===== config.mk =====
export PLATFORM = sky130hd
export DESIGN_NAME = pts_top
export DESIGN_NICKNAME = d
export VERILOG_FILES = /design/src/core/pts_pkg.sv /design/src/core/pts_top.sv /design/src/core/pts_timer.sv /design/src/core/pts_axil.sv
export SDC_FILE = /design/constraint.sdc
export NUM_CORES = 1
export LEC_CHECK = 0
export BUFFER_PORTS_ARGS = -buffer_cell sky130_fd_sc_hd__buf_2
export CORE_MARGIN = 4
export CORE_UTILIZATION = 49
export CTS_CLUSTER_SIZE = 10
export DETAILED_ROUTE_END_ITERATION = 12
export PLACE_DENSITY_LB_ADDON = 0.3
export SLEW_MARGIN = 20
export SYNTH_ARGS = -nofsm -noshare
export SYNTH_HDL_FRONTEND = slang
export SYNTH_HIERARCHICAL = 1
export SYNTH_SLANG_ARGS = --single-unit

===== constraint.sdc =====
create_clock -name REF_CLK -period 17.15 [get_ports REF_CLK]
set_input_delay 2.5725 -clock REF_CLK [delete_from_list [all_inputs] [get_ports REF_CLK]]
set_output_delay 2.5725 -clock REF_CLK [all_outputs]
set_load 0.01 [all_outputs]

===== src/core/pts_pkg.sv =====
package pts_pkg;
	// Register byte offsets on the AXI4-Lite bus
	localparam logic [7:0]  OFS_CTRL      = 8'h00;
	localparam logic [7:0]  OFS_FLAGS     = 8'h04;
	localparam logic [7:0]  OFS_MASK      = 8'h08;
	localparam logic [7:0]  OFS_HELD      = 8'h0c;
	localparam logic [7:0]  OFS_TIMER     = 8'h10;
	localparam logic [7:0]  OFS_INCR      = 8'h14;
	localparam logic [7:0]  OFS_CORR_PER  = 8'h18;
	localparam logic [7:0]  OFS_CORR_INC  = 8'h1c;
	localparam logic [7:0]  OFS_RX_LAST   = 8'h20;
	// Field positions and flag count
	localparam int          CTRL_EN_BIT   = 0;
	localparam int          FLAG_READY    = 0;
	localparam int          FLAG_WRAP     = 1;
	localparam int          NFLAGS        = 2;
	localparam int          STAT_REQ_BIT  = 5;
	// Values after reset, and AXI response codes
	localparam logic [31:0] RST_INCR      = 32'h0000_0004;
	localparam logic [31:0] RST_CORR_PER  = 32'h0000_0000;
	localparam logic [31:0] RST_CORR_INC  = 32'h0000_0004;
	localparam logic [1:0]  RESP_OKAY     = 2'b00;
	localparam logic [1:0]  RESP_SLVERR   = 2'b10;

	// Transmit stamp returned for each frame
	typedef struct packed {
		logic        valid;
		logic [31:0] value;
		logic [3:0]  seq_tag;
		logic [7:0]  status;
	} pts_tx_stamp_t;

	typedef struct packed {
		logic        aw_have;
		logic        w_have;
		logic [7:0]  awaddr;
		logic [31:0] wdata;
		logic [3:0]  wstrb;
		logic        bvalid;
		logic [1:0]  bresp;
		logic        rvalid;
		logic [31:0] rdata;
		logic [1:0]  rresp;
	} pts_axil_st_t;

	typedef struct packed {
		logic [31:0] count;
		logic [31:0] per_cnt;
		logic        wrap;
	} pts_timer_st_t;

	typedef struct packed {
		logic              en;
		logic [NFLAGS-1:0] flags;
		logic [NFLAGS-1:0] mask;
		logic [31:0]       held;
		logic [31:0]       incr;
		logic [31:0]       corr_per;
		logic [31:0]       corr_inc;
		pts_tx_stamp_t     tx;
		logic [3:0]        seq;
		logic [31:0]       rx_stamp;
		logic              rx_valid;
		logic              rx_pending;
		logic              desc_we;
		logic [31:0]       desc_stamp;
	} pts_top_st_t;
endpackage


===== src/core/pts_top.sv =====
`timescale 1ns/1ns
`default_nettype none
// Contract
// - Stamping, capture and flag setting happen only while the enable bit is one.
// - Each transmitted frame returns timer value, 4-bit sequence tag and status.
// - Status bit 5 equals the stamp request seen with that frame.
// - Requested frames load the held stamp register and set stamp-ready.
// - Unrequested frames touch neither the held stamp nor stamp-ready.
// - Every received frame latches the timer at delimiter detection.
// - The stamp of each received frame is written into its descriptor.
// - Event flags clear on writing one, ignore zero, reset to zero.
// - Interrupt is raised while any flag and its mask bit are both set.
module pts_top (
	input  wire logic                   REF_CLK,
	input  wire logic                   RST,
	input  wire logic [7:0]             S_AXI_AWADDR,
	input  wire logic                   S_AXI_AWVALID,
	output logic                        S_AXI_AWREADY,
	input  wire logic [31:0]            S_AXI_WDATA,
	input  wire logic [3:0]             S_AXI_WSTRB,
	input  wire logic                   S_AXI_WVALID,
	output logic                        S_AXI_WREADY,
	output logic [1:0]                  S_AXI_BRESP,
	output logic                        S_AXI_BVALID,
	input  wire logic                   S_AXI_BREADY,
	input  wire logic [7:0]             S_AXI_ARADDR,
	input  wire logic                   S_AXI_ARVALID,
	output logic                        S_AXI_ARREADY,
	output logic [31:0]                 S_AXI_RDATA,
	output logic [1:0]                  S_AXI_RRESP,
	output logic                        S_AXI_RVALID,
	input  wire logic                   S_AXI_RREADY,
	input  wire logic                   TX_SOF,
	input  wire logic                   TX_STAMP_REQUEST,
	output pts_pkg::pts_tx_stamp_t      TX_STAMP,
	input  wire logic                   RX_SFD,
	output logic [31:0]                 RX_STAMP_VALUE,
	output logic                        RX_STAMP_VALID,
	input  wire logic                   RX_FRAME_END,
	output logic                        RX_DESC_STAMP_WE,
	output logic [31:0]                 RX_DESC_STAMP,
	output logic                        IRQ
);
	import pts_pkg::*;

	pts_top_st_t       s_r, s_nxt;
	logic              wr_en;
	logic [7:0]        wr_addr;
	logic [31:0]       wr_data;
	logic [3:0]        wr_strb;
	logic              wr_err;
	logic [7:0]        rd_addr;
	logic [31:0]       rd_data;
	logic              rd_err;
	logic [31:0]       tmr_count;
	logic              tmr_wrap;
	logic              tmr_load;
	logic [31:0]       wmask;
	logic [NFLAGS-1:0] ev_set;
	logic [NFLAGS-1:0] ev_clr;
	logic              tx_req_ev;

	pts_axil u_bus (
		.clk     (REF_CLK),
		.rst     (RST),
		.awaddr  (S_AXI_AWADDR),
		.awvalid (S_AXI_AWVALID),
		.awready (S_AXI_AWREADY),
		.wdata   (S_AXI_WDATA),
		.wstrb   (S_AXI_WSTRB),
		.wvalid  (S_AXI_WVALID),
		.wready  (S_AXI_WREADY),
		.bresp   (S_AXI_BRESP),
		.bvalid  (S_AXI_BVALID),
		.bready  (S_AXI_BREADY),
		.araddr  (S_AXI_ARADDR),
		.arvalid (S_AXI_ARVALID),
		.arready (S_AXI_ARREADY),
		.rdata   (S_AXI_RDATA),
		.rresp   (S_AXI_RRESP),
		.rvalid  (S_AXI_RVALID),
		.rready  (S_AXI_RREADY),
		.wr_en   (wr_en),
		.wr_addr (wr_addr),
		.wr_data (wr_data),
		.wr_strb (wr_strb),
		.wr_err  (wr_err),
		.rd_addr (rd_addr),
		.rd_data (rd_data),
		.rd_err  (rd_err)
	);

	// Byte lanes of the write; the timer load honours them against the live count
	assign wmask = {{8{wr_strb[3]}}, {8{wr_strb[2]}}, {8{wr_strb[1]}}, {8{wr_strb[0]}}};
	assign tmr_load = wr_en && (wr_addr == OFS_TIMER);

	pts_timer #(
		.CW (32)
	) u_timer (
		.clk      (REF_CLK),
		.rst      (RST),
		.load     (tmr_load),
		.load_val ((tmr_count & ~wmask) | (wr_data & wmask)),
		.incr     (s_r.incr),
		.corr_per (s_r.corr_per),
		.corr_inc (s_r.corr_inc),
		.count    (tmr_count),
		.wrap     (tmr_wrap)
	);

	// Hardware events that raise flags, gated by the enable bit
	assign tx_req_ev = TX_SOF && TX_STAMP_REQUEST && s_r.en;
	always_comb begin
		ev_set = '0;
		ev_set[FLAG_READY] = tx_req_ev;
		ev_set[FLAG_WRAP] = tmr_wrap && s_r.en;
		ev_clr = '0;
		if (wr_en && wr_addr == OFS_FLAGS) begin
			ev_clr = wr_data[NFLAGS-1:0] & wmask[NFLAGS-1:0];
		end
	end

	// Register read mux; unmapped offsets answer SLVERR
	always_comb begin
		rd_data = 32'h0;
		rd_err = 1'b0;
		unique case (rd_addr)
			OFS_CTRL:     rd_data[CTRL_EN_BIT] = s_r.en;
			OFS_FLAGS:    rd_data[NFLAGS-1:0] = s_r.flags;
			OFS_MASK:     rd_data[NFLAGS-1:0] = s_r.mask;
			OFS_HELD:     rd_data = s_r.held;
			OFS_TIMER:    rd_data = tmr_count;
			OFS_INCR:     rd_data = s_r.incr;
			OFS_CORR_PER: rd_data = s_r.corr_per;
			OFS_CORR_INC: rd_data = s_r.corr_inc;
			OFS_RX_LAST:  rd_data = s_r.rx_stamp;
			default:      rd_err = 1'b1;
		endcase
	end

	// Writes to read-only or unmapped offsets are refused with SLVERR
	always_comb begin
		unique case (wr_addr)
			OFS_CTRL, OFS_FLAGS, OFS_MASK, OFS_TIMER,
			OFS_INCR, OFS_CORR_PER, OFS_CORR_INC: wr_err = 1'b0;
			default:                              wr_err = 1'b1;
		endcase
	end

	always_comb begin
		s_nxt = s_r;
		// Register writes
		if (wr_en) begin
			unique case (wr_addr)
				OFS_CTRL: begin
					if (wr_strb[0]) begin
						s_nxt.en = wr_data[CTRL_EN_BIT];
					end
				end
				OFS_MASK: begin
					s_nxt.mask = (s_r.mask & ~wmask[NFLAGS-1:0]) |
						(wr_data[NFLAGS-1:0] & wmask[NFLAGS-1:0]);
				end
				OFS_INCR:     s_nxt.incr = (s_r.incr & ~wmask) | (wr_data & wmask);
				OFS_CORR_PER: s_nxt.corr_per = (s_r.corr_per & ~wmask) | (wr_data & wmask);
				OFS_CORR_INC: s_nxt.corr_inc = (s_r.corr_inc & ~wmask) | (wr_data & wmask);
				default: begin
				end
			endcase
		end
		// A flag set in the clearing cycle survives: set wins over clear
		s_nxt.flags = (s_r.flags & ~ev_clr) | ev_set;
		// Transmit stamp returned one cycle after frame start
		s_nxt.tx.valid = TX_SOF && s_r.en;
		if (TX_SOF && s_r.en) begin
			s_nxt.tx.value = tmr_count;
			s_nxt.tx.seq_tag = s_r.seq;
			s_nxt.tx.status = '0;
			s_nxt.tx.status[STAT_REQ_BIT] = TX_STAMP_REQUEST;
			s_nxt.seq = s_r.seq + 4'h1;
		end
		// Held copy only for requested frames, so unrequested frames never disturb a pending value; a later requested frame overwrites it
		if (tx_req_ev) begin
			s_nxt.held = tmr_count;
		end
		// Receive capture at delimiter and descriptor write at frame end
		s_nxt.rx_valid = RX_SFD && s_r.en;
		s_nxt.desc_we = RX_FRAME_END && s_r.rx_pending;
		if (RX_FRAME_END && s_r.rx_pending) begin
			s_nxt.desc_stamp = s_r.rx_stamp;
			s_nxt.rx_pending = 1'b0;
		end
		if (RX_SFD && s_r.en) begin
			s_nxt.rx_stamp = tmr_count;
			s_nxt.rx_pending = 1'b1;
		end
	end

	always_ff @(posedge REF_CLK or posedge RST) begin
		if (RST) begin
			s_r <= '0;
			s_r.incr <= RST_INCR;
			s_r.corr_per <= RST_CORR_PER;
			s_r.corr_inc <= RST_CORR_INC;
		end else begin
			s_r <= s_nxt;
		end
	end

	// Outputs straight from the state register
	assign TX_STAMP = s_r.tx;
	assign RX_STAMP_VALUE = s_r.rx_stamp;
	assign RX_STAMP_VALID = s_r.rx_valid;
	assign RX_DESC_STAMP_WE = s_r.desc_we;
	assign RX_DESC_STAMP = s_r.desc_stamp;
	assign IRQ = |(s_r.flags & s_r.mask);
endmodule
`default_nettype wire


===== src/core/pts_timer.sv =====
`timescale 1ns/1ns
`default_nettype none
module pts_timer #(
	parameter int CW = 32
) (
	input  wire logic          clk,
	input  wire logic          rst,
	input  wire logic          load,
	input  wire logic [CW-1:0] load_val,
	input  wire logic [CW-1:0] incr,
	input  wire logic [31:0]   corr_per,
	input  wire logic [CW-1:0] corr_inc,
	output logic      [CW-1:0] count,
	output logic               wrap
);
	import pts_pkg::*;

	// Counter state lives in the shared package struct, so width is fixed there
	if (CW != 32) begin : g_chk
		$error("pts_timer supports CW of 32 only");
	end

	pts_timer_st_t s_r, s_nxt;
	logic [CW:0]   sum;
	logic          corr_now;

	// Every corr_per cycles the correction increment replaces the nominal one
	always_comb begin
		s_nxt = s_r;
		corr_now = (corr_per != 32'h0) && (s_r.per_cnt >= corr_per - 32'h1);
		sum = {1'b0, s_r.count} + {1'b0, (corr_now ? corr_inc : incr)};
		s_nxt.per_cnt = corr_now ? 32'h0 : s_r.per_cnt + 32'h1;
		s_nxt.count = sum[CW-1:0];
		s_nxt.wrap = sum[CW] && !load;
		// A software load wins over the step in the same cycle
		if (load) begin
			s_nxt.count = load_val;
			s_nxt.per_cnt = 32'h0;
		end
	end

	always_ff @(posedge clk or posedge rst) begin
		if (rst) begin
			s_r <= '0;
		end else begin
			s_r <= s_nxt;
		end
	end

	assign count = s_r.count;
	assign wrap  = s_r.wrap;
endmodule
`default_nettype wire


===== src/core/pts_axil.sv =====
`timescale 1ns/1ns
`default_nettype none
module pts_axil (
	input  wire logic        clk,
	input  wire logic        rst,
	input  wire logic [7:0]  awaddr,
	input  wire logic        awvalid,
	output logic             awready,
	input  wire logic [31:0] wdata,
	input  wire logic [3:0]  wstrb,
	input  wire logic        wvalid,
	output logic             wready,
	output logic [1:0]       bresp,
	output logic             bvalid,
	input  wire logic        bready,
	input  wire logic [7:0]  araddr,
	input  wire logic        arvalid,
	output logic             arready,
	output logic [31:0]      rdata,
	output logic [1:0]       rresp,
	output logic             rvalid,
	input  wire logic        rready,
	output logic             wr_en,
	output logic [7:0]       wr_addr,
	output logic [31:0]      wr_data,
	output logic [3:0]       wr_strb,
	input  wire logic        wr_err,
	output logic [7:0]       rd_addr,
	input  wire logic [31:0] rd_data,
	input  wire logic        rd_err
);
	import pts_pkg::*;

	pts_axil_st_t s_r, s_nxt;

	// Address and data are taken in either order; no new write until B is taken
	assign awready = !s_r.aw_have && !s_r.bvalid;
	assign wready  = !s_r.w_have && !s_r.bvalid;
	assign arready = !s_r.rvalid;
	assign wr_en   = s_r.aw_have && s_r.w_have && !s_r.bvalid;
	assign wr_addr = s_r.awaddr;
	assign wr_data = s_r.wdata;
	assign wr_strb = s_r.wstrb;
	assign rd_addr = araddr;

	always_comb begin
		s_nxt = s_r;
		if (awvalid && awready) begin
			s_nxt.aw_have = 1'b1;
			s_nxt.awaddr = awaddr;
		end
		if (wvalid && wready) begin
			s_nxt.w_have = 1'b1;
			s_nxt.wdata = wdata;
			s_nxt.wstrb = wstrb;
		end
		if (wr_en) begin
			s_nxt.aw_have = 1'b0;
			s_nxt.w_have = 1'b0;
			s_nxt.bvalid = 1'b1;
			s_nxt.bresp = wr_err ? RESP_SLVERR : RESP_OKAY;
		end else if (s_r.bvalid && bready) begin
			s_nxt.bvalid = 1'b0;
		end
		// Read data registered at the address handshake
		if (arvalid && arready) begin
			s_nxt.rvalid = 1'b1;
			s_nxt.rdata = rd_data;
			s_nxt.rresp = rd_err ? RESP_SLVERR : RESP_OKAY;
		end else if (s_r.rvalid && rready) begin
			s_nxt.rvalid = 1'b0;
		end
	end

	always_ff @(posedge clk or posedge rst) begin
		if (rst) begin
			s_r <= '0;
		end else begin
			s_r <= s_nxt;
		end
	end

	assign bvalid = s_r.bvalid;
	assign bresp  = s_r.bresp;
	assign rvalid = s_r.rvalid;
	assign rdata  = s_r.rdata;
	assign rresp  = s_r.rresp;
endmodule
`default_nettype wire


==> impl_results.md, run 1 <==
- Post-synth ARST share: 100%
- Fill count: 3921
- RSZ-0062 raised after global routing: no
- Crit Path Category: flop to flop
- GP Congestion: 0.926
- Least-Margin Pin Slew: 1.15 ns
- 1st-pass router iterations: 5
- Die area: 48900 sq um
- H-Tree Level Count: 2
- Setup Fix Bufs, Post-CTS: 0
- Vias: 14431
- Area delta synth->final: 5.24%
- Post-DP HPWL: 43100 microns
- Max Clk Rate: 123 MHz
- Slew Viols, Final: 0
- Initial Utilization: 49.9%
- Worst skew pair latency: 0.58 ns
- WL/cell: 23.3 microns
- Setup Total Neg Slack: 0 ns
- EDFF count, synth: 0
- Fin. Hold Viols: 0
- Clock slew at reported path FFs: 0.06 ns
- Max IR drop VDD: 0.0768 mV
- Pwr dens: 134 nW/um^2
- Final WL: 58300 microns
- Critical path arrival: 8.58 ns
- Vias in the first global route: 14583
- CTS buffer count: 46
- Hold Crit Class: flop to flop
- Post-Synthesis Cell Area: 22300 sq um
- Met2 GRT Util: 36.2%
- Slowest cell on crit path: nor4b_1
- Syn_area_per_cell: 11.6 sq um
- Via density: 5.76
- I/O Pins: 216
- Fraction of layout cells with a size suffix above 1: 37.3%
- Final worst setup slack: 9.01 ns
- Critical Path Fanout Max: 34
- Cell mode on critical path: nor2_1
- Status: finished clean
- CP bufs+invs: 2
- Final nets: 2025
- Ys Warns: 6
- CTS resizes: 0
- Sequential element share of the synthesized area: 43.7%
- Top_reg_cell synth: dfrtp_1
- Pre-CTS setup slack: 9.17 ns
- Initial DRC count: 862
- Tmin final: 8.14 ns
- Initial antenna violation count: 1
- CTS tree: built
- WP data required: 17.58 ns
- Delay-heaviest family, CP: simple AND/OR/NAND/NOR gates
- IO buf count: 206
- GRT met3 Usage: 4.52%
- Pleak: 12.0 nW
- CORE AREA: 44600 sq um
- Final Setup Violations: 0
- Global Route met1 Usage: 34.0%
- Die X: 221 microns
- Max-slew headroom: 23.0%
- Site Rows: 77
- Cts hold-fix bufs: 0
- Grt ovf: 0
- Root Buffer: clkbuf_16
- Final period utilization: 47.5%
- First-pass GRT wire length: 90100 microns
- Largest net degree at the start of global routing: 99
- FF+latch count, synth: 389
- Clock skew: 0.0187 ns
- Antenna-violating nets left: 0
- Max-cap violation count: 0
- Overall routing resource usage: 23.3%
- Synth Instances: 1917
- Maximum clock path buffer count: 3
- CTS Sinks: 389
- Worst Setup Start Kind: flop
- Unique masters post-synth: 77
- Die height: 221 microns
- DRC: 0
- Worst Setup End Kind: flop
- Worst path max stage delay: 0.88 ns
- Grt peak-use layer: met2
## cells in the final DEF (no fill, tap or decap), drive strengths merged, types with 4 or more instances in the layout
cell	Yosys	layout
nor2b	18	18
a22oi	54	54
nand2b	9	9
o31ai	4	4
a211o	5	5
o21bai	6	6
nor4	10	10
buf	262	226
o21a	5	5
a31oi	4	4
nor3b	5	5
a21o	41	41
a21oi	49	49
or4	7	7
inv	26	28
nand3	43	43
nor3	18	18
o22ai	12	12
nand2	96	96
dfrtp	387	387
mux4	6	6
conb	2	9
mux2	398	398
clkbuf	42	62
and3	8	8
o21ai	67	67
nand4	17	17
ha	67	67
xnor2	50	50
o22a	7	7
or3	5	5
mux2i	12	12
nor2	88	88
nor4b	5	5
xor2	40	40
## cell usage after synthesis (all sizes together) (3+ instances only)
library cell	instances	area, sq um
nor4b	5	80.1
nor3b	5	53.8
and2	3	18.8
xor2	40	350
mux2	398	4710
a2bb2oi	3	26.3
a22o	3	26.3
o21ai	67	335
a31oi	4	25.0
xnor2	50	438
nor3	18	95.1
nand4	17	106
buf	262	1980
ha	67	838
a21oi	49	245
o21a	5	37.5
nand2	96	363
o22a	7	61.3
nor2	88	330
nand2b	9	56.3
or3	5	36.3
dfrtp	387	9680
and4	3	26.3
nand3	43	285
a22oi	54	405
o31ai	4	35.0
o22ai	12	75.1
mux4	6	135
nor2b	18	113
and3	8	50.1
a211o	5	43.8
nor4	10	92.6
inv	26	97.6
or4	7	56.3
mux2i	12	120
o221ai	3	26.3
a21o	41	308
clkbuf	42	158
nand3b	3	22.5
o21bai	6	45.0
## power breakdown
part           internal [mW]  leakage, nW  switching, mW
registers               1.07         5.27          0.294
logic                  0.458         6.14          0.445
clock network          0.505        0.627          0.374
total                   2.03         12.0           1.11
## worst paths after layout
path | cells past startpoint | start | slack (ns) | to
worst max-delay path | 28 | flop | 9.01 | u_timer/count[22]$_DFF_PP0_
worst min-delay path | 1 | s_r[70]$_DFFE_PP0P_ | 0.47 | s_r[70]$_DFFE_PP0P_
worst max register to register | 28 | flop | 9.01 | u_timer/count[22]$_DFF_PP0_
worst min register to register | 1 | s_r[70]$_DFFE_PP0P_ | 0.47 | s_r[70]$_DFFE_PP0P_
max in group asynchronous | 5 | RST | 12.95 | s_r[69]$_DFFE_PP0P_
min in group asynchronous | 2 | RST | 2.09 | u_bus/wr_data[22]$_DFFE_PP0P_
## layer usage
| metal | share of wire, % | vias to the layer above |
|---|---|---|
| met2 | 45 | 412 |
| met4 | 2.3 | 0 |
| li1 | - | 6577 |
| met1 | 46 | 7361 |
| met5 | 0 | - |
| met3 | 6.0 | 81 |
## layout make-up
cell class / instances / area (sq um) / share of cell area (%)
antenna: 2 / 5.00 / 0.0214
clock buffer: 62 / 1250 / 5.35
clock inverter: 4 / 41.3 / 0.176
inverter: 27 / 111 / 0.475
multi-input combinational: 1204 / 10300 / 44.1
sequential: 389 / 9740 / 41.6
tap: 592 / 741 / 3.16
timing repair buffer: 226 / 1200 / 5.13
## per-stage QoR
step / hold WS (ns) / power (mW) / cell area (sq um) / instances / utilization, %
floorplan: 0.442 / 2.11 / 22300 / 1924 / -
global placement: 0.456 / 2.23 / 22100 / 2437 / 49.6
detailed placement: 0.462 / 2.26 / 22100 / 2437 / 49.6
CTS: 0.471 / 3.16 / 23400 / 2503 / 52.5
global route: 0.480 / 3.32 / 23400 / 2505 / 52.5
finish: 0.467 / 3.14 / 23400 / 2506 / 52.5
## cell families (layout without fill, tap and decap cells)
logic type,count (synthesis),after routing,synth area share (%)
AO/OA/AOI/OAI,279,279,8.27
XOR/XNOR,90,90,3.54
adder cells (fa/ha/maj),68,68,3.86
buffers and inverters,331,319,10.1
flip-flops,389,389,43.7
multiplexers,416,416,22.3
other,2,11,0.0337
AND/OR/NAND/NOR,342,342,8.21
(Power assumes the default switching activity.)
==> run 2: changes to the inputs <==
--- a/config.mk
+++ b/config.mk
@@ -5,6 +5,7 @@
 export SDC_FILE = /design/constraint.sdc
 export NUM_CORES = 1
 export LEC_CHECK = 0
+export ABC_AREA = 1
 export BUFFER_PORTS_ARGS = -buffer_cell sky130_fd_sc_hd__buf_2
 export CORE_MARGIN = 4
 export CORE_UTILIZATION = 49
==> constraint.sdc (replaced) <==
create_clock -name REF_CLK -period 6.7 [get_ports REF_CLK]
set_input_delay 1.005 -clock REF_CLK [delete_from_list [all_inputs] [get_ports REF_CLK]]
set_output_delay 1.005 -clock REF_CLK [all_outputs]
set_load 0.01 [all_outputs]
==> run 2 against run 1 <==
Net effect:
- sequential share of layout area down 2.0 points
- sequential power rose to 2.6 times the previous value
- core utilization down 0.89 points
- global-route usage up 4.2 points
- register-to-register slack worse by 7.5 ns
- clock power rose to 2.7 times the previous value
==> impl_results.md, run 2 <==
- Area delta synth->final: 4.25%
- Least-Margin Pin Slew: 1.11 ns (-0.0467 ns)
- Worst Setup Start Kind: flop
- Tmin final: 5.17 ns (-2.97 ns)
- R2R setup slack: 1.53 ns (-7.48 ns)
- Reg area: 9740 sq um (unchanged)
- WL/cell: 19.5 microns (-16%)
- Slowest cell on crit path: dfrtp_1
- Post-synth ARST share: 100% (unchanged)
- Largest cells by area after synthesis: dfrtp_1 41%, nand2_1 15%, buf_4 7.6%
- Critical Path Fanout Max: 33 (-2.9%)
- Worst Setup End Kind: flop
- Worst skew pair latency: 0.58 ns (about the same)
- Diodes inserted: 0 (-2)
- Vias in the first global route: 18885 (+30%)
- Multi-input logic area: 10400 sq um (+0.91%)
- Final Power: 9.26 mW (+190%)
- Final Setup Violations: 0 (unchanged)
- H-Tree Level Count: 2 (unchanged)
- Ys Warns: 6 (unchanged)
- Die X: 227 microns (+2.9%)
- Synth Instances: 3142 (+64%)
- Syn_area_per_cell: 7.51 sq um (-35%)
- Max-slew headroom: 26.1% (+3.1 points)
- Slew Viols, Final: 0 (unchanged)
- CORE AREA: 47600 sq um (+6.8%)
- Die height: 227 microns (+2.9%)
- Initial DRC count: 2013 (+130%)
- Synth area leader: dfrtp_1
- Maximum clock path buffer count: 3 (unchanged)
- Initial Utilization: 49.5% (-0.38 points)
- Clock slew at reported path FFs: 0.06 ns (about the same)
- GP Congestion: 1.03 (+11%)
- RR Endpoint: u_timer/count[28]$_DFF_PP0_
- EDFF count, synth: 0 (unchanged)
- Cell mode on critical path: nand2_1
- Top-area cell type share of the netlist area: 41.0% (-2.5 points)
- R2R depth: 35 (+25%)
- Sequential element share of the synthesized area: 41.3% (-2.5 points)
- Synth top cells by count: 932 x nand2_1, 387 x dfrtp_1, 319 x nand3_1
- Hold path start: u_bus/rresp[1]$_DFFE_PP0P_
- Dpl cells: 3640 (+49%)
- DRC: 0 (unchanged)
- 1st-pass router iterations: 7 (+2)
- CTS resizes: 0 (unchanged)
- Max Clk Rate: 193 MHz (+58%)
- I/O Pins: 216 (unchanged)
- Hold Crit Class: flop to flop
- Commonest cells after routing, fill and taps aside: 929 x nand2_1, 387 x dfrtp_1, 319 x nand3_1
- Final period utilization: 77.1% (+30 points)
- Overall routing resource usage: 27.6% (+4.2 points)
- Top_reg_cell synth: dfrtp_1
- CTS Sinks: 389 (unchanged)
- Status: finished clean
- Unique masters post-synth: 46 (-40%)
- Initial antenna violation count: 1 (unchanged)
- Via density: 5.43 (-5.6%)
- Post-Synthesis Cell Area: 23600 sq um (+6.0%)
- Cell with the most instances after synthesis: nand2_1
- Final std cells w/o fill: 3715 (+48%)
- Setup Fix Bufs, Post-CTS: 0 (unchanged)
- Antenna-violating nets left: 0 (unchanged)
- Root Buffer: clkbuf_16
- Worst path max stage delay: 0.39 ns (-0.49 ns)
- Clock skew: 0.0201 ns (+0.00141 ns)
- Post-DP HPWL: 54000 microns (+25%)
- Hold Crit Depth: 2 (+1)
- Fin. Hold Viols: 0 (unchanged)
- Fill count: 4718 (+20%)
- IO buf count: 206 (unchanged)
- Grt ovf: 0 (unchanged)
- Pwr dens: 376 nW/um^2 (+180%)
- Most common cell after layout, fill and taps aside: nand2_1
- Die area: 51700 sq um (+5.8%)
- Max IR drop VDD: 0.301 mV (+290%)
- Critical path arrival: 5.62 ns (-2.96 ns)
- Cts hold-fix bufs: 0 (unchanged)
- Final nets: 3205 (+58%)
- Hold Path End: u_bus/rresp[1]$_DFFE_PP0P_
- WP data required: 7.15 ns (-10.43 ns)
- Setup Total Neg Slack: 0 ns (unchanged)
- Site Rows: 80 (+3.9%)
- Crit Path Category: flop to flop
- Fraction of layout cells with a size suffix above 1: 13.5% (-24 points)
- FF+latch count, synth: 389 (unchanged)
- CTS tree: built
- Vias: 20191 (+40%)
- RSZ-0062 raised after global routing: no
- First-pass GRT wire length: 111000 microns (+23%)
- Max-cap violation count: 0 (unchanged)
- Final WL: 72300 microns (+24%)
- Pleak: 13.0 nW (+7.7%)
- Largest net degree at the start of global routing: 168 (+70%)
- CTS buffer count: 47 (+2.2%)
-- run 2: worst max-delay path, delay by kind of cell (launching register included) --
kind	cells	cell delay [ns]
flip-flops	1	0.39
buffers and inverters	5	0.68
AND/OR/NAND/NOR	25	2.79
adder cells (fa/ha/maj)	4	1.00
XOR/XNOR	1	0.15
-- run 2: cells by family (layout without fill, tap and decap cells) --
kind of cell	Yosys count	count (layout)	share of synthesized area, %
buffers and inverters	643	594	14.8
DFF	389	389	41.3
AOI/OAI and AO/OA	377	377	8.90
other	2	9	0.0318
xor gates and xnor gates	54	54	2.00
adders and majority gates	68	68	3.64
and+or+nand+nor	1609	1609	29.4
-- run 2: layout make-up --
type | count | share of cell area (%)
clock buffer | 70 | 5.39
clock inverter | 5 | 0.219
inverter | 298 | 4.57
multi-input combinational | 2117 | 42.4
sequential | 389 | 39.6
tap | 615 | 3.13
timing repair buffer | 221 | 4.70
-- run 2: where the power goes --
group          internal, mW  leakage [nW]  total [mW]  switching (mW)
registers              2.90          5.28        3.53           0.626
clock network          1.39         0.671        2.37           0.982
logic                  1.08          7.00        3.36            2.28
total                  5.37          13.0        9.26            3.89
-- run 2: through the flow --
| stage | util (%) | area (sq um) | hold WS (ns) | setup WS, ns |
|---|---|---|---|---|
| 6_report | 51.6 | 24600 | 0.466 | 1.53 |
| 5_1_grt | 51.6 | 24600 | 0.496 | 0.985 |
| 4_1_cts | 51.6 | 24600 | 0.469 | 1.58 |
| 3_5_place_dp | 48.7 | 23200 | 0.454 | 1.63 |
| 3_3_place_gp | 48.7 | 23200 | 0.452 | 1.78 |
| 2_1_floorplan | - | 23600 | 0.425 | 2.40 |
-- run 2: layer usage --
layer | global-route usage, % | vias to the layer above | wire length (microns)
li1 | - | 9632 | -
met1 | 40.9 | 9659 | 33800
met2 | 41.0 | 773 | 30600
met3 | 5.87 | 125 | 5890
met4 | 7.79 | 2 | 1980
met5 | 0 | - | 12
-- run 2: how the worst max path moves through the flow --
| stage | start | end | slack, ns | cells past startpoint |
|---|---|---|---|---|
| 3_3_place_gp | flop | u_timer/count[26]$_DFF_PP0_ | 1.78 | 35 |
| 6_report | flop | u_timer/count[28]$_DFF_PP0_ | 1.53 | 35 |
| 4_1_cts | flop | u_timer/count[28]$_DFF_PP0_ | 1.58 | 35 |
| 5_1_grt | flop | u_timer/count[26]$_DFF_PP0_ | 0.98 | 35 |
| 3_5_place_dp | flop | u_timer/count[28]$_DFF_PP0_ | 1.63 | 35 |
| 2_1_floorplan | flop | u_timer/count[28]$_DFF_PP0_ | 2.40 | 35 |
==> run 3: changes to the inputs <==
--- a/config.mk
+++ b/config.mk
@@ -5,7 +5,7 @@
 export SDC_FILE = /design/constraint.sdc
 export NUM_CORES = 1
 export LEC_CHECK = 0
-export ABC_AREA = 1
+export ABC_AREA = 0
 export BUFFER_PORTS_ARGS = -buffer_cell sky130_fd_sc_hd__buf_2
 export CORE_MARGIN = 4
 export CORE_UTILIZATION = 49
==> constraint.sdc (replaced) <==
create_clock -name REF_CLK -period 4.8 [get_ports REF_CLK]
set_input_delay 0.72 -clock REF_CLK [delete_from_list [all_inputs] [get_ports REF_CLK]]
set_output_delay 0.72 -clock REF_CLK [all_outputs]
set_load 0.01 [all_outputs]
==> run 3 against run 2 <==
Net effect:
- the run now ends with setup timing left
- cell count is 27% lower
- core utilization is 7.0 points higher
- largest cell class unchanged
- cell area is 6.3% higher
- worst hold slack worse by 0.14 ns
- total power is 34% higher
- clock power is 34% higher
- critical endpoint is now u_timer/count[20]$_DFF_PP0_
- first-iteration DRC count is 39% lower
- critical path depth is 4 lower
- flip-flop and latch count stayed put
- fmax is 18% lower
==> impl_results.md, run 3 (same netlist as run 1, synthesis figures left out) <==
- Vias in the first global route: 15905 (-16%)
- Clock power share: 25.6% (about the same)
- DRC: 0 (unchanged)
- Largest net degree at the start of global routing: 122 (-27%)
- Max-slew headroom: 26.1% (about the same)
- Initial antenna violation count: 0 (-1)
- Hold path start: S_AXI_RREADY
- Fraction of layout cells with a size suffix above 1: 49.6% (+36 points)
- Post-DP Area: 23500 sq um (+1.2%)
- Fin. Hold Viols: 0 (unchanged)
- Least-Margin Pin Slew: 1.11 ns (+0.00000560 ns)
- RSZ-0062 raised after global routing: yes
- Clock skew: 0.0137 ns (-0.00639 ns)
- Fill count: 3600 (-24%)
- Overall routing resource usage: 25.1% (-2.5 points)
- Delay-heaviest family, CP: simple AND/OR/NAND/NOR gates
- Max-cap violation count: 0 (unchanged)
- Hold Path End: u_bus/rvalid$_DFFE_PP0P_
- CORE AREA: 44600 sq um (-6.4%)
- Max IR drop VDD: 0.370 mV (+23%)
- Reg area: 9740 sq um (unchanged)
- Switching share of power: 35.1% (-6.9 points)
- Final Setup Violations: 33 (+33)
- Die area: 48900 sq um (-5.5%)
- CTS buffer count: 46 (-2.1%)
- Final period utilization: 132% (+54 points)
- Critical path arrival: 6.74 ns (+1.12 ns)
- 1st-pass router iterations: 5 (-2)
- Final Power: 12.4 mW (+34%)
- R2R setup slack: -1.51 ns (-3.05 ns)
- Reg power frac: 38.6% (+0.5 points)
- Tmin final: 6.31 ns (+1.15 ns)
- Critical Path Fanout Max: 5 (-85%)
- GP Congestion: 0.937 (-9.1%)
- RR Endpoint: u_timer/count[20]$_DFF_PP0_
- CTS Sinks: 389 (unchanged)
- Worst Setup Start Kind: flop
- Worst path max stage delay: 0.50 ns (+0.11 ns)
- H-Tree Level Count: 2 (unchanged)
- Dpl cells: 2586 (-29%)
- Antenna-violating nets left: 0 (unchanged)
- Cell mode on critical path: buf_4
- Die X: 221 microns (-2.8%)
- Pwr dens: 475 nW/um^2 (+26%)
- Worst skew pair latency: 0.58 ns (about the same)
- Setup Total Neg Slack: -40.23 ns (-40.23 ns)
- Final nets: 2225 (-31%)
- Multi-input logic area: 11400 sq um (+9.0%)
- Maximum clock path buffer count: 3 (unchanged)
- Initial DRC count: 1219 (-39%)
- Clock slew at reported path FFs: 0.06 ns (about the same)
- Hold Crit Class: primary input to flop
- Vias: 15479 (-23%)
- Area delta synth->final: 17.5%
- Crit Path Category: flop to flop
- Violated checks: setup timing
- Commonest cells after routing, fill and taps aside: 387 x dfrtp_1, 333 x mux2_2, 206 x buf_2
- CTS tree: built
- Hold Crit Depth: 2 (unchanged)
- Final std cells w/o fill: 2705 (-27%)
- WP data required: 5.22 ns (-1.93 ns)
- Power Internal: 8.06 mW (+50%)
- Util after Layout: 58.7% (+7.0 points)
- Logic pwr share: 35.8% (-0.5 points)
- Slew Viols, Final: 0 (unchanged)
- Site Rows: 77 (-3.8%)
- CP bufs+invs: 7 (+2)
- Final worst setup slack: -1.51 ns (-3.05 ns)
- Worst Setup End Kind: flop
- Grt ovf: 0 (unchanged)
- Max Clk Rate: 158 MHz (-18%)
- Initial Utilization: 49.9% (+0.38 points)
- Pleak: 13.3 nW (+2.7%)
- Slowest cell on crit path: or4_4
- R2R depth: 31 (-11%)
- Root Buffer: clkbuf_16
- WL/cell: 23.2 microns (+19%)
- Die height: 221 microns (-2.8%)
- Most common cell after layout, fill and taps aside: dfrtp_1
- Final Cell Area: 26200 sq um (+6.3%)
- Final WL: 62800 microns (-13%)
- Post-DP HPWL: 45500 microns (-16%)
- Via density: 5.72 (+5.3%)
- I/O Pins: 216 (unchanged)
- IO buf count: 206 (unchanged)
- Switching power: 4.37 mW (+12%)
- Status: complete, but fails checks
- First-pass GRT wire length: 97100 microns (-12%)
==> run 3: cell count changes in the layout (fill, tap and decap cells not counted), sizes merged, moves of 18 or more <==
| cell | change |
|---|---|
| xnor2 | +26 |
| nand2 | -854 |
| nor2 | -168 |
| inv | -270 |
| o21ai | -256 |
| nand3 | -287 |
| buf | +205 |
| a21o | +41 |
| nor2b | +18 |
| a22oi | +54 |
| mux2 | +398 |
==> run 3: worst max-delay path by stage <==
| stage | from | end | slack (ns) | cells past startpoint |
|---|---|---|---|---|
| floorplan | flop | u_timer/count[31]$_DFF_PP0_ | -1.34 | 25 |
| global placement | flop | u_timer/count[18]$_DFF_PP0_ | -1.85 | 30 |
| detailed placement | flop | u_timer/count[22]$_DFF_PP0_ | -1.89 | 30 |
| CTS | flop | u_timer/count[19]$_DFF_PP0_ | -1.58 | 27 |
| global route | flop | u_timer/count[31]$_DFF_PP0_ | -1.73 | 29 |
| finish | flop | u_timer/count[20]$_DFF_PP0_ | -1.51 | 31 |
==> run 3: per-stage QoR <==
| stage | hold WS (ns) | setup slack (ns) |
|---|---|---|
| finish | 0.328 | -1.51 |
| global route | 0.313 | -1.73 |
| CTS | 0.298 | -1.58 |
| detailed placement | 0.469 | -1.89 |
| global placement | 0.457 | -1.85 |
| floorplan | 0.442 | -1.34 |
==> run 3: area by class of cell <==
| type | count | share of cell area, % |
|---|---|---|
| Multi-Input combinational cell | 1204 | 43.5 |
| Sequential cell | 389 | 37.2 |
| Timing Repair Buffer | 426 | 11.1 |
| Clock buffer | 62 | 4.83 |
| Tap cell | 592 | 2.83 |
| Inverter | 27 | 0.411 |
| Clock inverter | 4 | 0.187 |
| Antenna cell | 1 | 0.00956 |
==> run 3: worst reg2reg max path, delay by kind of cell (launching register included) <==
kind            cells  cell delay, ns
buf+inv             7            0.99
mux                 1            0.22
xor+xnor            2            0.25
simple gates       12            2.52
flops               1            0.39
fa+ha+maj           3            0.81
compound gates      6            0.98
==> run 3: what timing repair did <==
item                       CTS  global route
hold buffers                 0             0
setup endpoints to repair   33            33
setup buffers               31            27
pin swaps                   29            57
gates cloned                 2             0
resized for setup          112            85
==> run 3: power groups by stage <==
| stage | Clock [mW] | Combinational (mW) | Sequential [mW] |
|---|---|---|---|
| after floorplan | 0 | 3.48 | 4.17 |
| after global placement | 0 | 3.74 | 4.78 |
| after detailed placement | 0 | 3.83 | 4.81 |
| after CTS | 3.25 | 4.10 | 4.78 |
| after global routing | 3.38 | 4.82 | 4.88 |
| final | 3.18 | 4.44 | 4.80 |
==> run 3: routing by layer <==
layer | global-route usage (%) | wire length (microns)
met1 | 34.5 | 27500
met2 | 40.5 | 29700
met3 | 5.01 | 3650
met4 | 7.69 | 1900
met5 | 0 | 0
